File: src/rtl/tug_defines.svh
`ifndef TUG_DEFINES_SVH
`define TUG_DEFINES_SVH

// register word indices, byte address is index times four
`define TUG_IDX_KEY_LAST 6'h07
`define TUG_IDX_CNT 6'h08
`define TUG_IDX_LDR 6'h09
`define TUG_IDX_LDR_N 6'h0a
`define TUG_IDX_OPT 6'h0b
`define TUG_IDX_OPT_N 6'h0c
`define TUG_IDX_STAT 6'h0d

// status bit positions
`define TUG_SB_GRANT 3'h0
`define TUG_SB_PERM 3'h1
`define TUG_SB_UNIT_OFF 3'h2
`define TUG_SB_KEY_BAD 3'h3
`define TUG_SB_ERASED 3'h4

// option byte codes
`define TUG_UNIT_OFF_CODE 4'b0101
`define TUG_PERM_CODE 8'haa
`define TUG_LDR_CODE 8'h55
`define TUG_LDR_N_CODE 8'haa
`define TUG_KEY_ZERO 8'h00
`define TUG_KEY_ONES 8'hff

// reset values and erase threshold
`define TUG_RST_BYTE 8'h00
`define TUG_RST_OPT 8'h00
`define TUG_RST_OPT_N 8'hff
`define TUG_FAIL_LIMIT 8'h08

`endif

File: src/rtl/tug_pkg.sv
package tug_pkg;
  typedef logic [7:0] tug_byte_t;
  typedef logic [31:0] tug_word_t;
  typedef logic [5:0] tug_idx_t;
  typedef logic [63:0] tug_key_t;
  typedef enum logic [0:0] {TUG_CMP_IDLE, TUG_CMP_COLLECT} tug_cmp_state_t;
endpackage

File: src/rtl/tug_key_if.sv
interface tug_key_if;
  import tug_pkg::*;
  logic start;
  logic byte_valid;
  tug_byte_t byte_data;
  tug_key_t stored;
  logic done;
  logic match;
  modport top (output start, byte_valid, byte_data, stored,
               input done, match);
  modport cmp (input start, byte_valid, byte_data, stored,
               output done, match);
endinterface

File: src/rtl/tug_guard.sv
// Decided for this implementation: the address map and the Wishbone interface to the registers.
`include "tug_defines.svh"

// Function
// - host presents eight-byte key over debug port
// - option pair permanently disables temporary unlock
// - each key byte is one 8-bit option byte
// - counter writable only while unit is disabled
// - wrong key increments counter while unit enabled
// - counter reaching eight erases flash and eeprom
// - 55/aa loader pair forces loader start
module tug_guard
  import tug_pkg::*;
#(
  parameter tug_byte_t FAIL_LIMIT = `TUG_FAIL_LIMIT // erase threshold
)
(
  input wire logic clk_i,                 // system clock
  input wire logic rst_i,                 // sync reset, high
  input wire logic wb_cyc_i,              // bus cycle
  input wire logic wb_stb_i,              // bus strobe
  input wire logic wb_we_i,               // write enable
  input wire logic [7:0] wb_adr_i,        // byte address
  input wire logic [3:0] wb_sel_i,        // byte lanes
  input wire tug_pkg::tug_word_t wb_dat_i, // write data
  output logic [31:0] wb_dat_o,           // read data
  output logic wb_ack_o,                  // bus acknowledge
  input wire logic dbg_start_i,           // new key presentation
  input wire logic dbg_byte_valid_i,      // key byte strobe
  input wire tug_pkg::tug_byte_t dbg_byte_i, // key byte
  input wire logic code_programmed_i,     // code memory not blank
  output logic access_grant_o,            // temporary read access
  output logic erase_o,                   // erase pulse
  output logic loader_start_o             // start bootloader
);
  import tug_pkg::*;

  tug_key_if kif ();

  tug_byte_t key_reg [0:7];
  tug_byte_t key_next [0:7];
  tug_byte_t cnt_reg, cnt_next;
  tug_byte_t ldr_reg, ldr_next;
  tug_byte_t ldr_n_reg, ldr_n_next;
  tug_byte_t opt_reg, opt_next;
  tug_byte_t opt_n_reg, opt_n_next;
  logic perm_reg, perm_next;
  logic grant_reg, grant_next;
  logic erased_reg, erased_next;
  logic erase_reg, erase_next;
  logic loader_reg, loader_next;
  logic ack_reg, ack_next;
  tug_word_t rdat_reg, rdat_next;
  tug_idx_t idx;
  logic bus_req;
  logic wr_en;
  logic unit_off;
  logic key_bad;
  logic attempt;
  tug_byte_t cnt_inc;
  tug_word_t status;
  tug_key_t key_flat;

  // bus decode, a write lands at the edge where ack is seen high
  assign idx = wb_adr_i[7:2];
  assign bus_req = wb_cyc_i && wb_stb_i && !ack_reg;
  assign wr_en = wb_cyc_i && wb_stb_i && ack_reg && wb_we_i && wb_sel_i[0];

  // unit disabled field in the option byte
  assign unit_off = opt_reg[3:0] == `TUG_UNIT_OFF_CODE;

  // stored key flattened for the comparator
  always_comb
  begin
    key_flat = '0;
    key_bad = 1'b0;
    for (int i = 0; i < 8; i++)
    begin
      key_flat[i*8 +: 8] = key_reg[i];
      if (key_reg[i] == `TUG_KEY_ZERO || key_reg[i] == `TUG_KEY_ONES)
      begin
        key_bad = 1'b1;
      end
    end
  end

  // key stream handed to the comparator
  assign kif.start = dbg_start_i;
  assign kif.byte_valid = dbg_byte_valid_i;
  assign kif.byte_data = dbg_byte_i;
  assign kif.stored = key_flat;

  tug_key_cmp u_cmp (
    .clk_i(clk_i),
    .rst_i(rst_i),
    .kif(kif)
  );

  // an attempt counts only while the unit can act
  assign attempt = kif.done && !unit_off && !perm_reg && !grant_reg;
  assign cnt_inc = cnt_reg + 8'h01;

  // status word
  always_comb
  begin
    status = '0;
    status[`TUG_SB_GRANT] = grant_reg;
    status[`TUG_SB_PERM] = perm_reg;
    status[`TUG_SB_UNIT_OFF] = unit_off;
    status[`TUG_SB_KEY_BAD] = key_bad;
    status[`TUG_SB_ERASED] = erased_reg;
  end

  // option byte storage and register writes
  always_comb
  begin
    for (int i = 0; i < 8; i++)
    begin
      key_next[i] = key_reg[i];
    end
    ldr_next = ldr_reg;
    ldr_n_next = ldr_n_reg;
    opt_next = opt_reg;
    opt_n_next = opt_n_reg;
    if (wr_en)
    begin
      if (idx <= `TUG_IDX_KEY_LAST)
      begin
        key_next[idx[2:0]] = wb_dat_i[7:0];
      end
      else if (idx == `TUG_IDX_LDR)
      begin
        ldr_next = wb_dat_i[7:0];
      end
      else if (idx == `TUG_IDX_LDR_N)
      begin
        ldr_n_next = wb_dat_i[7:0];
      end
      else if (idx == `TUG_IDX_OPT && !perm_reg)
      begin
        opt_next = wb_dat_i[7:0];
      end
      else if (idx == `TUG_IDX_OPT_N && !perm_reg)
      begin
        opt_n_next = wb_dat_i[7:0];
      end
    end
  end

  // failed-attempt counter, grant and erase
  always_comb
  begin
    cnt_next = cnt_reg;
    grant_next = grant_reg;
    erased_next = erased_reg;
    erase_next = 1'b0;
    perm_next = perm_reg;
    // locked pair: option byte code with a true complement
    if (opt_reg == `TUG_PERM_CODE && opt_n_reg == ~opt_reg)
    begin
      perm_next = 1'b1;
    end
    if (wr_en && idx == `TUG_IDX_CNT && unit_off)
    begin
      cnt_next = wb_dat_i[7:0];
    end
    if (attempt)
    begin
      if (kif.match)
      begin
        grant_next = 1'b1;
      end
      else if (cnt_reg < FAIL_LIMIT)
      begin
        cnt_next = cnt_inc;
        if (cnt_inc == FAIL_LIMIT)
        begin
          erase_next = 1'b1;
          erased_next = 1'b1;
        end
      end
    end
  end

  // loader force pair
  always_comb
  begin
    loader_next = !code_programmed_i;
    if (ldr_reg == `TUG_LDR_CODE && ldr_n_reg == `TUG_LDR_N_CODE)
    begin
      loader_next = 1'b1;
    end
  end

  // bus answer one cycle after the request
  always_comb
  begin
    ack_next = bus_req;
    rdat_next = '0;
    if (bus_req && !wb_we_i)
    begin
      if (idx <= `TUG_IDX_KEY_LAST)
      begin
        rdat_next[7:0] = key_reg[idx[2:0]];
      end
      else
      begin
        unique case (idx)
          `TUG_IDX_CNT: rdat_next[7:0] = cnt_reg;
          `TUG_IDX_LDR: rdat_next[7:0] = ldr_reg;
          `TUG_IDX_LDR_N: rdat_next[7:0] = ldr_n_reg;
          `TUG_IDX_OPT: rdat_next[7:0] = opt_reg;
          `TUG_IDX_OPT_N: rdat_next[7:0] = opt_n_reg;
          `TUG_IDX_STAT: rdat_next = status;
          default: rdat_next = '0;
        endcase
      end
    end
  end

  // option byte registers
  always_ff @(posedge clk_i)
  begin
    if (rst_i)
    begin
      for (int i = 0; i < 8; i++)
      begin
        key_reg[i] <= `TUG_RST_BYTE;
      end
      ldr_reg <= `TUG_RST_BYTE;
      ldr_n_reg <= `TUG_RST_BYTE;
      opt_reg <= `TUG_RST_OPT;
      opt_n_reg <= `TUG_RST_OPT_N;
    end
    else
    begin
      for (int i = 0; i < 8; i++)
      begin
        key_reg[i] <= key_next[i];
      end
      ldr_reg <= ldr_next;
      ldr_n_reg <= ldr_n_next;
      opt_reg <= opt_next;
      opt_n_reg <= opt_n_next;
    end
  end

  // counter, lock, grant and erase registers
  always_ff @(posedge clk_i)
  begin
    if (rst_i)
    begin
      cnt_reg <= `TUG_RST_BYTE;
      perm_reg <= 1'b0;
      grant_reg <= 1'b0;
      erased_reg <= 1'b0;
      erase_reg <= 1'b0;
    end
    else
    begin
      cnt_reg <= cnt_next;
      perm_reg <= perm_next;
      grant_reg <= grant_next;
      erased_reg <= erased_next;
      erase_reg <= erase_next;
    end
  end

  // loader register
  always_ff @(posedge clk_i)
  begin
    if (rst_i)
    begin
      loader_reg <= 1'b0;
    end
    else
    begin
      loader_reg <= loader_next;
    end
  end

  // bus answer registers
  always_ff @(posedge clk_i)
  begin
    if (rst_i)
    begin
      ack_reg <= 1'b0;
      rdat_reg <= '0;
    end
    else
    begin
      ack_reg <= ack_next;
      rdat_reg <= rdat_next;
    end
  end

  // outputs straight from flip-flops
  assign wb_dat_o = rdat_reg;
  assign wb_ack_o = ack_reg;
  assign access_grant_o = grant_reg;
  assign erase_o = erase_reg;
  assign loader_start_o = loader_reg;
endmodule // tug_guard

File: src/rtl/tug_key_cmp.sv
module tug_key_cmp
  import tug_pkg::*;
(
  input wire logic clk_i, // system clock
  input wire logic rst_i, // sync reset, high
  tug_key_if.cmp kif      // key stream and verdict
);
  tug_cmp_state_t state_reg, state_next;
  logic [2:0] idx_reg, idx_next;
  logic bad_reg, bad_next;
  logic done_reg, done_next;
  logic match_reg, match_next;
  logic byte_bad;

  // presented byte against stored byte at the same position
  assign byte_bad = kif.byte_data != kif.stored[idx_reg*8 +: 8];

  // collect eight bytes, first byte is key byte one
  always_comb
  begin
    state_next = state_reg;
    idx_next = idx_reg;
    bad_next = bad_reg;
    done_next = 1'b0;
    match_next = match_reg;
    unique case (state_reg)
      TUG_CMP_IDLE:
      begin
        if (kif.start)
        begin
          state_next = TUG_CMP_COLLECT;
          idx_next = 3'h0;
          bad_next = 1'b0;
        end
      end
      TUG_CMP_COLLECT:
      begin
        if (kif.start)
        begin
          idx_next = 3'h0;
          bad_next = 1'b0;
        end
        else if (kif.byte_valid)
        begin
          idx_next = idx_reg + 3'h1;
          bad_next = bad_reg | byte_bad;
          if (idx_reg == 3'h7)
          begin
            state_next = TUG_CMP_IDLE;
            done_next = 1'b1;
            match_next = !(bad_reg | byte_bad);
          end
        end
      end
    endcase
  end

  // register stage
  always_ff @(posedge clk_i)
  begin
    if (rst_i)
    begin
      state_reg <= TUG_CMP_IDLE;
      idx_reg <= 3'h0;
      bad_reg <= 1'b0;
      done_reg <= 1'b0;
      match_reg <= 1'b0;
    end
    else
    begin
      state_reg <= state_next;
      idx_reg <= idx_next;
      bad_reg <= bad_next;
      done_reg <= done_next;
      match_reg <= match_next;
    end
  end

  assign kif.done = done_reg;
  assign kif.match = match_reg;
endmodule // tug_key_cmp

File: config.mk
export PLATFORM = sky130hd
export DESIGN_NAME = tug_guard
export DESIGN_NICKNAME = d
export VERILOG_FILES = /design/src/rtl/tug_pkg.sv /design/src/rtl/tug_key_if.sv /design/src/rtl/tug_guard.sv /design/src/rtl/tug_key_cmp.sv
export VERILOG_INCLUDE_DIRS = /design/src /design/src/rtl
export SDC_FILE = /design/constraint.sdc
export NUM_CORES = 1
export LEC_CHECK = 0
export BUFFER_PORTS_ARGS = -buffer_cell sky130_fd_sc_hd__buf_2
export CAP_MARGIN = 10
export CORE_ASPECT_RATIO = 1.5
export CORE_MARGIN = 4
export CORE_UTILIZATION = 25
export DETAILED_ROUTE_END_ITERATION = 16
export PLACE_DENSITY_LB_ADDON = 0.1
export SLEW_MARGIN = 10
export SYNTH_ARGS = -nofsm -noshare
export SYNTH_HDL_FRONTEND = slang
export SYNTH_SLANG_ARGS = --single-unit
File: constraint.sdc
create_clock -name clk_i -period 4.4 [get_ports clk_i]
set_input_delay 0.88 -clock clk_i [delete_from_list [all_inputs] [get_ports clk_i]]
set_output_delay 0.88 -clock clk_i [all_outputs]
set_load 0.03 [all_outputs]
== Word level (Yosys, flattened, before mapping) ==
Memory sizes are Yosys's and may differ from the RTL's.
Index checks and enable logic that the tools add are counted.

* Register bits: 85
* Bits in writable memories: 64
* Bits of input ports: 60
* Output and inout port bits: 36
* Logic and storage cells: 168
* Memories kept: 1

* Add/subtract/negate cells: 2
* Magnitude comparators: 4
* Equal/unequal tests: 24
* Shift operators: 1
* Mux-type cells: 46
* Bitwise operators: 22
* Reductions and logical operators: 50

{| class="wikitable"
|+ Memories
! memory !! depth !! bits a word !! read ports !! clocked after memory_dff !! write ports !! line !! source
|-
| key_reg || 8 || 8 || 9 || 0 || 8 || tug_guard.sv:40 || <nowiki>tug_byte_t key_reg [0:7];</nowiki>
|}

{| class="wikitable"
|+ Operators by type and width
! operator !! number
|-
| two-way mux 64 bit || 2
|-
| two-way mux 8 bit || 14
|-
| == test 8 bit, second input constant || 10
|-
| bitwise mux 64 bit || 1
|-
| logical NOT 8 bit || 8
|-
| indexed part select 64 x 7 -> 8 bit || 1
|-
| case mux 8 bit (6 select lines) || 1
|-
| == test 6 x 4 -> 1 bit, second input constant || 6
|-
| demux 8 bit (select 3 bit) || 1
|-
| two-way mux 1 bit || 21
|-
| logical AND 1 bit || 16
|-
| AND reduction 4 bit || 3
|-
| NOT 1 bit || 11
|-
| two-way mux 3 bit || 3
|-
| bitwise OR 1 bit || 9
|-
| adder 8 x 1 -> 8 bit, second input constant || 1
|-
| == test 8 x 4 -> 1 bit, second input constant || 1
|-
| == test 8 x 7 -> 1 bit, second input constant || 1
|-
| == test 8 bit || 1
|-
| logical OR 1 bit || 8
|-
| < comparator 8 x 4 -> 1 bit, second input constant || 1
|-
| != test 8 bit || 1
|-
| NOT 8 bit || 1
|-
| OR reduction 4 bit || 2
|-
| other kinds (17) || 25
|}

== Longest topological paths before layout ==
An unclocked memory read counts as a cell.

* Word-level depth: 13
* Gate-level depth with buffers: 8
* Depth with buffers taken out: 6

== Cells and area by module ==
Synthesis repeated with hierarchy kept, for this count alone.

* Cells, all modules: 712
* Area total of the unflattened synthesis: 6661.4 um^2

{| class="wikitable"
|+ By module, submodules not included
! module !! instances !! cells an instance !! area an instance (um^2) !! seq. area each (um^2)
|-
| tug_guard || 1 || 621 || 5760.5 || 2362.3
|-
| tug_key_cmp || 1 || 91 || 900.9 || 140.1
|}

== Worst setup path before layout ==
Ideal clock, no wire load.

* Path type: input port to flip-flop
* From: input wb_adr_i[7]
* To: memory key_reg[3][7] (netlist bit)
* Library setup time: 0.128 ns
* Arrival: 2.501 ns
* Slack: 1.772 ns
* Cell stages on the path: 6
* Path buffers: 1
* Path through: nor3_1 -> nor3b_2 -> nor2b_1 -> buf_2 -> mux2i_1 -> nor2_1

{| class="wikitable"
|+ RTL lines
! what !! line !! source
|-
| from (decl) || tug_guard.sv:23 || <nowiki>input wire logic [7:0] wb_adr_i,</nowiki>
|-
| to (decl) || tug_guard.sv:40 ||
|}

== Final worst setup path ==
* From: input wb_adr_i[2]
* To: register cnt_reg[2]

* Cells in the longest elaborated chain, start to end: 7

{| class="wikitable"
|+ Ends and longest elaborated chain
! what !! line !! source
|-
| == test 6 x 4 -> 1 bit * || - ||
|-
| logical AND 1 bit (no line) * || - ||
|-
| logical AND 1 bit * || tug_guard.sv:163 || <nowiki>if (wr_en && idx == `TUG_IDX_CNT && unit_off)</nowiki>
|-
| two-way mux 8 bit * || tug_guard.sv:163 ||
|-
| two-way mux 8 bit || tug_guard.sv:173 || <nowiki>else if (cnt_reg < FAIL_LIMIT)</nowiki>
|-
| two-way mux 8 bit || tug_guard.sv:169 || <nowiki>if (kif.match)</nowiki>
|-
| two-way mux 8 bit * || tug_guard.sv:167 || <nowiki>if (attempt)</nowiki>
|-
| to (signal assigned) || tug_guard.sv:253 || <nowiki>cnt_reg <= `TUG_RST_BYTE;</nowiki>
|-
| to (signal assigned) || tug_guard.sv:261 || <nowiki>cnt_reg <= cnt_next;</nowiki>
|-
| to (decl) || tug_guard.sv:42 || <nowiki>tug_byte_t cnt_reg, cnt_next;</nowiki>
|}

Mark *: on every way between the ends. The rest lies on a longest branch, timed or not.
A chain may end at the register's enable or synchronous reset.

==> results.env <==
STATUS='complete, no violations'
FINALCOREUTILIZATION=0.293
SETUP.WORST_PATH.END_CLASS='flip-flop'
MAX_REG_FLOPS=64
SYNTH-EDFF-COUNT=0
POST-CTS-SETUP-BUFFERS=0
DIODES=0
DIE-AREA_SQ_UM=29000
SEQ_AREA_SQ_UM=2500
WL_PER_CELL_UM=21.9
PATH_CLASS='input port to flip-flop'
VIAS_PER_CELL=5.16
YOSYSSEQAREASHARE=0.381
TOTAL_POWER_DENSITY_PER_CELL_AREA_nW_PER_UM2=360
CRITICAL-PATH-TOP-DELAY-FAMILY='simple AND/OR/NAND/NOR gates'
SYNTHMOSTINSTANTIATEDCELL='sky130_fd_sc_hd__dfxtp_1'
GRT_ANTENNA_BEFORE_REPAIR=0
MAXIMUM_FREQUENCY_FROM_STATIC_TIMING_ANALYSIS_MHz=340
COREAREA_SQ_UM=25900
DIE_H_UM=207
DIE_W_UM=140
YS_ASYNC_SR_FRACTION=0
CRITICAL_PATH.N_BUFFERS_INVERTERS=2
TIGHTEST_SLEW_PS=939
CTS.CLK_SLEW.WORST_PATHS_PS=60
NETLIST_AREA_SQ_UM=6580
LAYOUT-DRIVE-GT1-SHARE=0.181
TIMING.MAX_SLEW.REL_SLACK=0.370
CELL_ROWS=72
WORST_HOLD_STARTPOINT='u_cmp.bad_reg'
CTS_MAX_PATH_BUFFERS=2
PLACE_CONGESTION=0.894
ESTIMATED_WIRELENGTH_OF_THE_DETAIL_PLACED_DESIGN_MM=16.8
DRT_ITER0_DRC=439
TNS_PS=0
CRITPATHSLOWESTCELL='sky130_fd_sc_hd__and4b_1'
FINAL_NET_COUNT=784
H-TREE-DEPTH=4
MIN_TO='u_cmp.kif.match'
FLOORPLAN.INITIALDENSITY=0.254
FINAL.MIN_CLOCK_PERIOD_PS=2950
POSTSYNTHREGISTERBITS=125
VIA_COUNT=5501
DP_WORST_SETUP_SLACK_PS=1020
GRT_START_MAX_NET_PINS=73
ROUTE.FINAL.WIRE_LENGTH_MM=23.3
CLOCK-SKEW-FINAL_PS=5.55
MAX-CAP-VIOLATIONS=0
GRT_SETUP_UNREPAIRED='false'
WORSTSETUPSTARTPOINTTYPE='input port'
TIMING.REG2REG.WORST_PATH_DEPTH=7
CPMOSTUSEDCELL='sky130_fd_sc_hd__nor2_1'
REG2REG_SETUP_SLACK_PS=1600
NETLIST.TOP_CELL.BY_AREA='sky130_fd_sc_hd__dfxtp_1'
AREA_GROWTH_SYN_TO_LAYOUT_PCT=15.3
CLOCK-SINKS=125
DRV_SLEW=0
FINAL-SETUP-VIOL-COUNT=0
CP_CELL_SEQUENCE='buf_2, buf_4, nor2_1, and4b_1, mux2i_1, a221oi_1, nor2_1'
YS_DOMINANT_REG_CELL='sky130_fd_sc_hd__dfxtp_1'
DRTPASS1ITERATIONS=7
POST_DP_CELL_AREA_SQ_UM=6980
FIRST_PASS_GRT_WIRE_LENGTH_MM=34.6
DETAIL_ROUTE.DRC_VIOLATIONS=0
REGTOREGSTARTPOINT='u_cmp.idx_reg[0]'
IO_PINS=96
YS.WARNINGS.COUNT=0
CLOCK_TREE_FROM_TRITONCTS='yes'
POST-ROUTE-CELL-AREA_SQ_UM=7580
GRT_USAGE=0.161
GLOBALROUTE.TOTALOVERFLOW=0
FIRST_GLOBAL_VIAS=5473
CTS_HOLD_BUFFERS=0
CLK-INSERTION-DELAY-LATE_PS=420
LAYOUT.FILLER_CELLS=2685
CRIT_FANOUT=20
TIMING_HOLD_VIOLATIONS_FINAL=0
LEAKAGE_POWER_FIGURE_nW=2.59
SYNTH.TOP_CELLS.BY_AREA='sky130_fd_sc_hd__dfxtp_1, sky130_fd_sc_hd__mux2i_1, sky130_fd_sc_hd__mux4_2'
WORST_HOLD_PATH.NUM_CELLS=1
AREA_USED_BY_MULTI_INPUT_COMBINATIONAL_LOGIC_SQ_UM=3760
SYNTH_COMMON_CELLS='sky130_fd_sc_hd__dfxtp_1, sky130_fd_sc_hd__nor2_1, sky130_fd_sc_hd__mux2i_1'
SYNTH.LIB_CELLS_USED.DISTINCT=50
REG2REG_TO='u_cmp.bad_reg'
HOLD_PATH_CLASS='flip-flop to flip-flop'
DATA_ARRIVAL_TIME_OF_THE_CRITICAL_PATH_PS=3220
FINAL_ANTENNA_NET_COUNT=0
HOLD_SLACK_PS=465
CRITPATHREQUIREDTIME_PS=4670
AVGSYNTHCELLAREA_SQ_UM=9.41
FINAL.SETUP.WORST_SLACK_PS=1450
CTS-ROOT-BUF='sky130_fd_sc_hd__clkbuf_16'
POST-SYNTH-TOP-AREA-FRACTION=0.381
CPPEAKSTAGEDELAY_PS=660
CTS_MADE_BUFFERS=17
CTS_RESIZED=0
LAYOUT_WORST_PATH_CYCLE_SHARE=0.669
PORT_BUFFERS=42
IR_WORST_VDD_mV=0.207
POST_SYNTH_INST_COUNT=699
-- cell type report --
type / instances / share of cell area
clock inverter: 11 / 0.0188
sequential: 125 / 0.330
tap: 333 / 0.0549
timing repair buffer: 54 / 0.0399
clock buffer: 20 / 0.0602
multi-input combinational: 523 / 0.496
-- stage by stage --
stage / power [mW] / instances
finish: 2.73 / 1066
detailed placement: 1.31 / 1035
CTS: 2.77 / 1066
floorplan: 1.28 / 722
global route: 2.82 / 1066
global placement: 1.31 / 1035
-- logic make-up (layout without fill, tap and decap cells) --
family	after synthesis	in the layout	share of synthesized area
other cells	1	24	0.000570
flops	125	125	0.381
compound gates	95	95	0.0902
mux	117	117	0.242
simple gates	278	278	0.212
xor+xnor	6	6	0.00799
fa+ha+maj	3	3	0.00571
buf+inv	74	85	0.0605
-- worst register-to-register path, stage by stage, from the launching register on --
cell                       delay [ps]
sky130_fd_sc_hd__dfxtp_1          310
sky130_fd_sc_hd__buf_4            360
sky130_fd_sc_hd__mux4_2           630
sky130_fd_sc_hd__mux2i_1          320
sky130_fd_sc_hd__xor2_1           190
sky130_fd_sc_hd__o221ai_1         150
sky130_fd_sc_hd__or4_4            550
sky130_fd_sc_hd__a22o_1           190
-- worst max-delay path by stage --
stage	slack [ps]	end	depth (start not counted)	startpoint
2_1_floorplan	1770	key_reg[3][7]	6	wb_adr_i[7]
6_report	1450	cnt_reg[2]	7	wb_adr_i[2]
5_1_grt	1250	cnt_reg[2]	7	wb_adr_i[2]
3_5_place_dp	1020	cnt_reg[2]	7	wb_adr_i[2]
3_3_place_gp	1080	cnt_reg[2]	7	wb_adr_i[2]
4_1_cts	1470	cnt_reg[2]	7	wb_adr_i[2]
-- placed cells by master (no fill, tap or decap), drive strengths merged, types with 8 or more instances in the layout --
| cell | count |
|---|---|
| nand4 | 19 |
| a211o | 8 |
| nor2 | 82 |
| nand3 | 45 |
| dfxtp | 125 |
| buf | 54 |
| and3 | 11 |
| nand2 | 58 |
| nor4bb | 8 |
| a21oi | 62 |
| nor3 | 14 |
| nor2b | 9 |
| clkbuf | 20 |
| nor4 | 15 |
| conb | 24 |
| mux2i | 76 |
| mux4 | 33 |
| mux2 | 8 |
-- where the power goes --
group          leakage (nW)  internal [mW]  total, mW  switching [mW]
logic                  1.29         0.0351      0.151           0.116
registers              1.01           1.13       1.14         0.00142
clock network         0.292          0.914       1.44           0.530
total                  2.59           2.08       2.73           0.647
-- per-layer routing --
layer  GRT usage  wire length [um]
met1       0.180              9090
met2       0.290             12300
met3      0.0288               971
met4      0.0828               964
met5           0                 0
(Power assumes the default switching activity.)
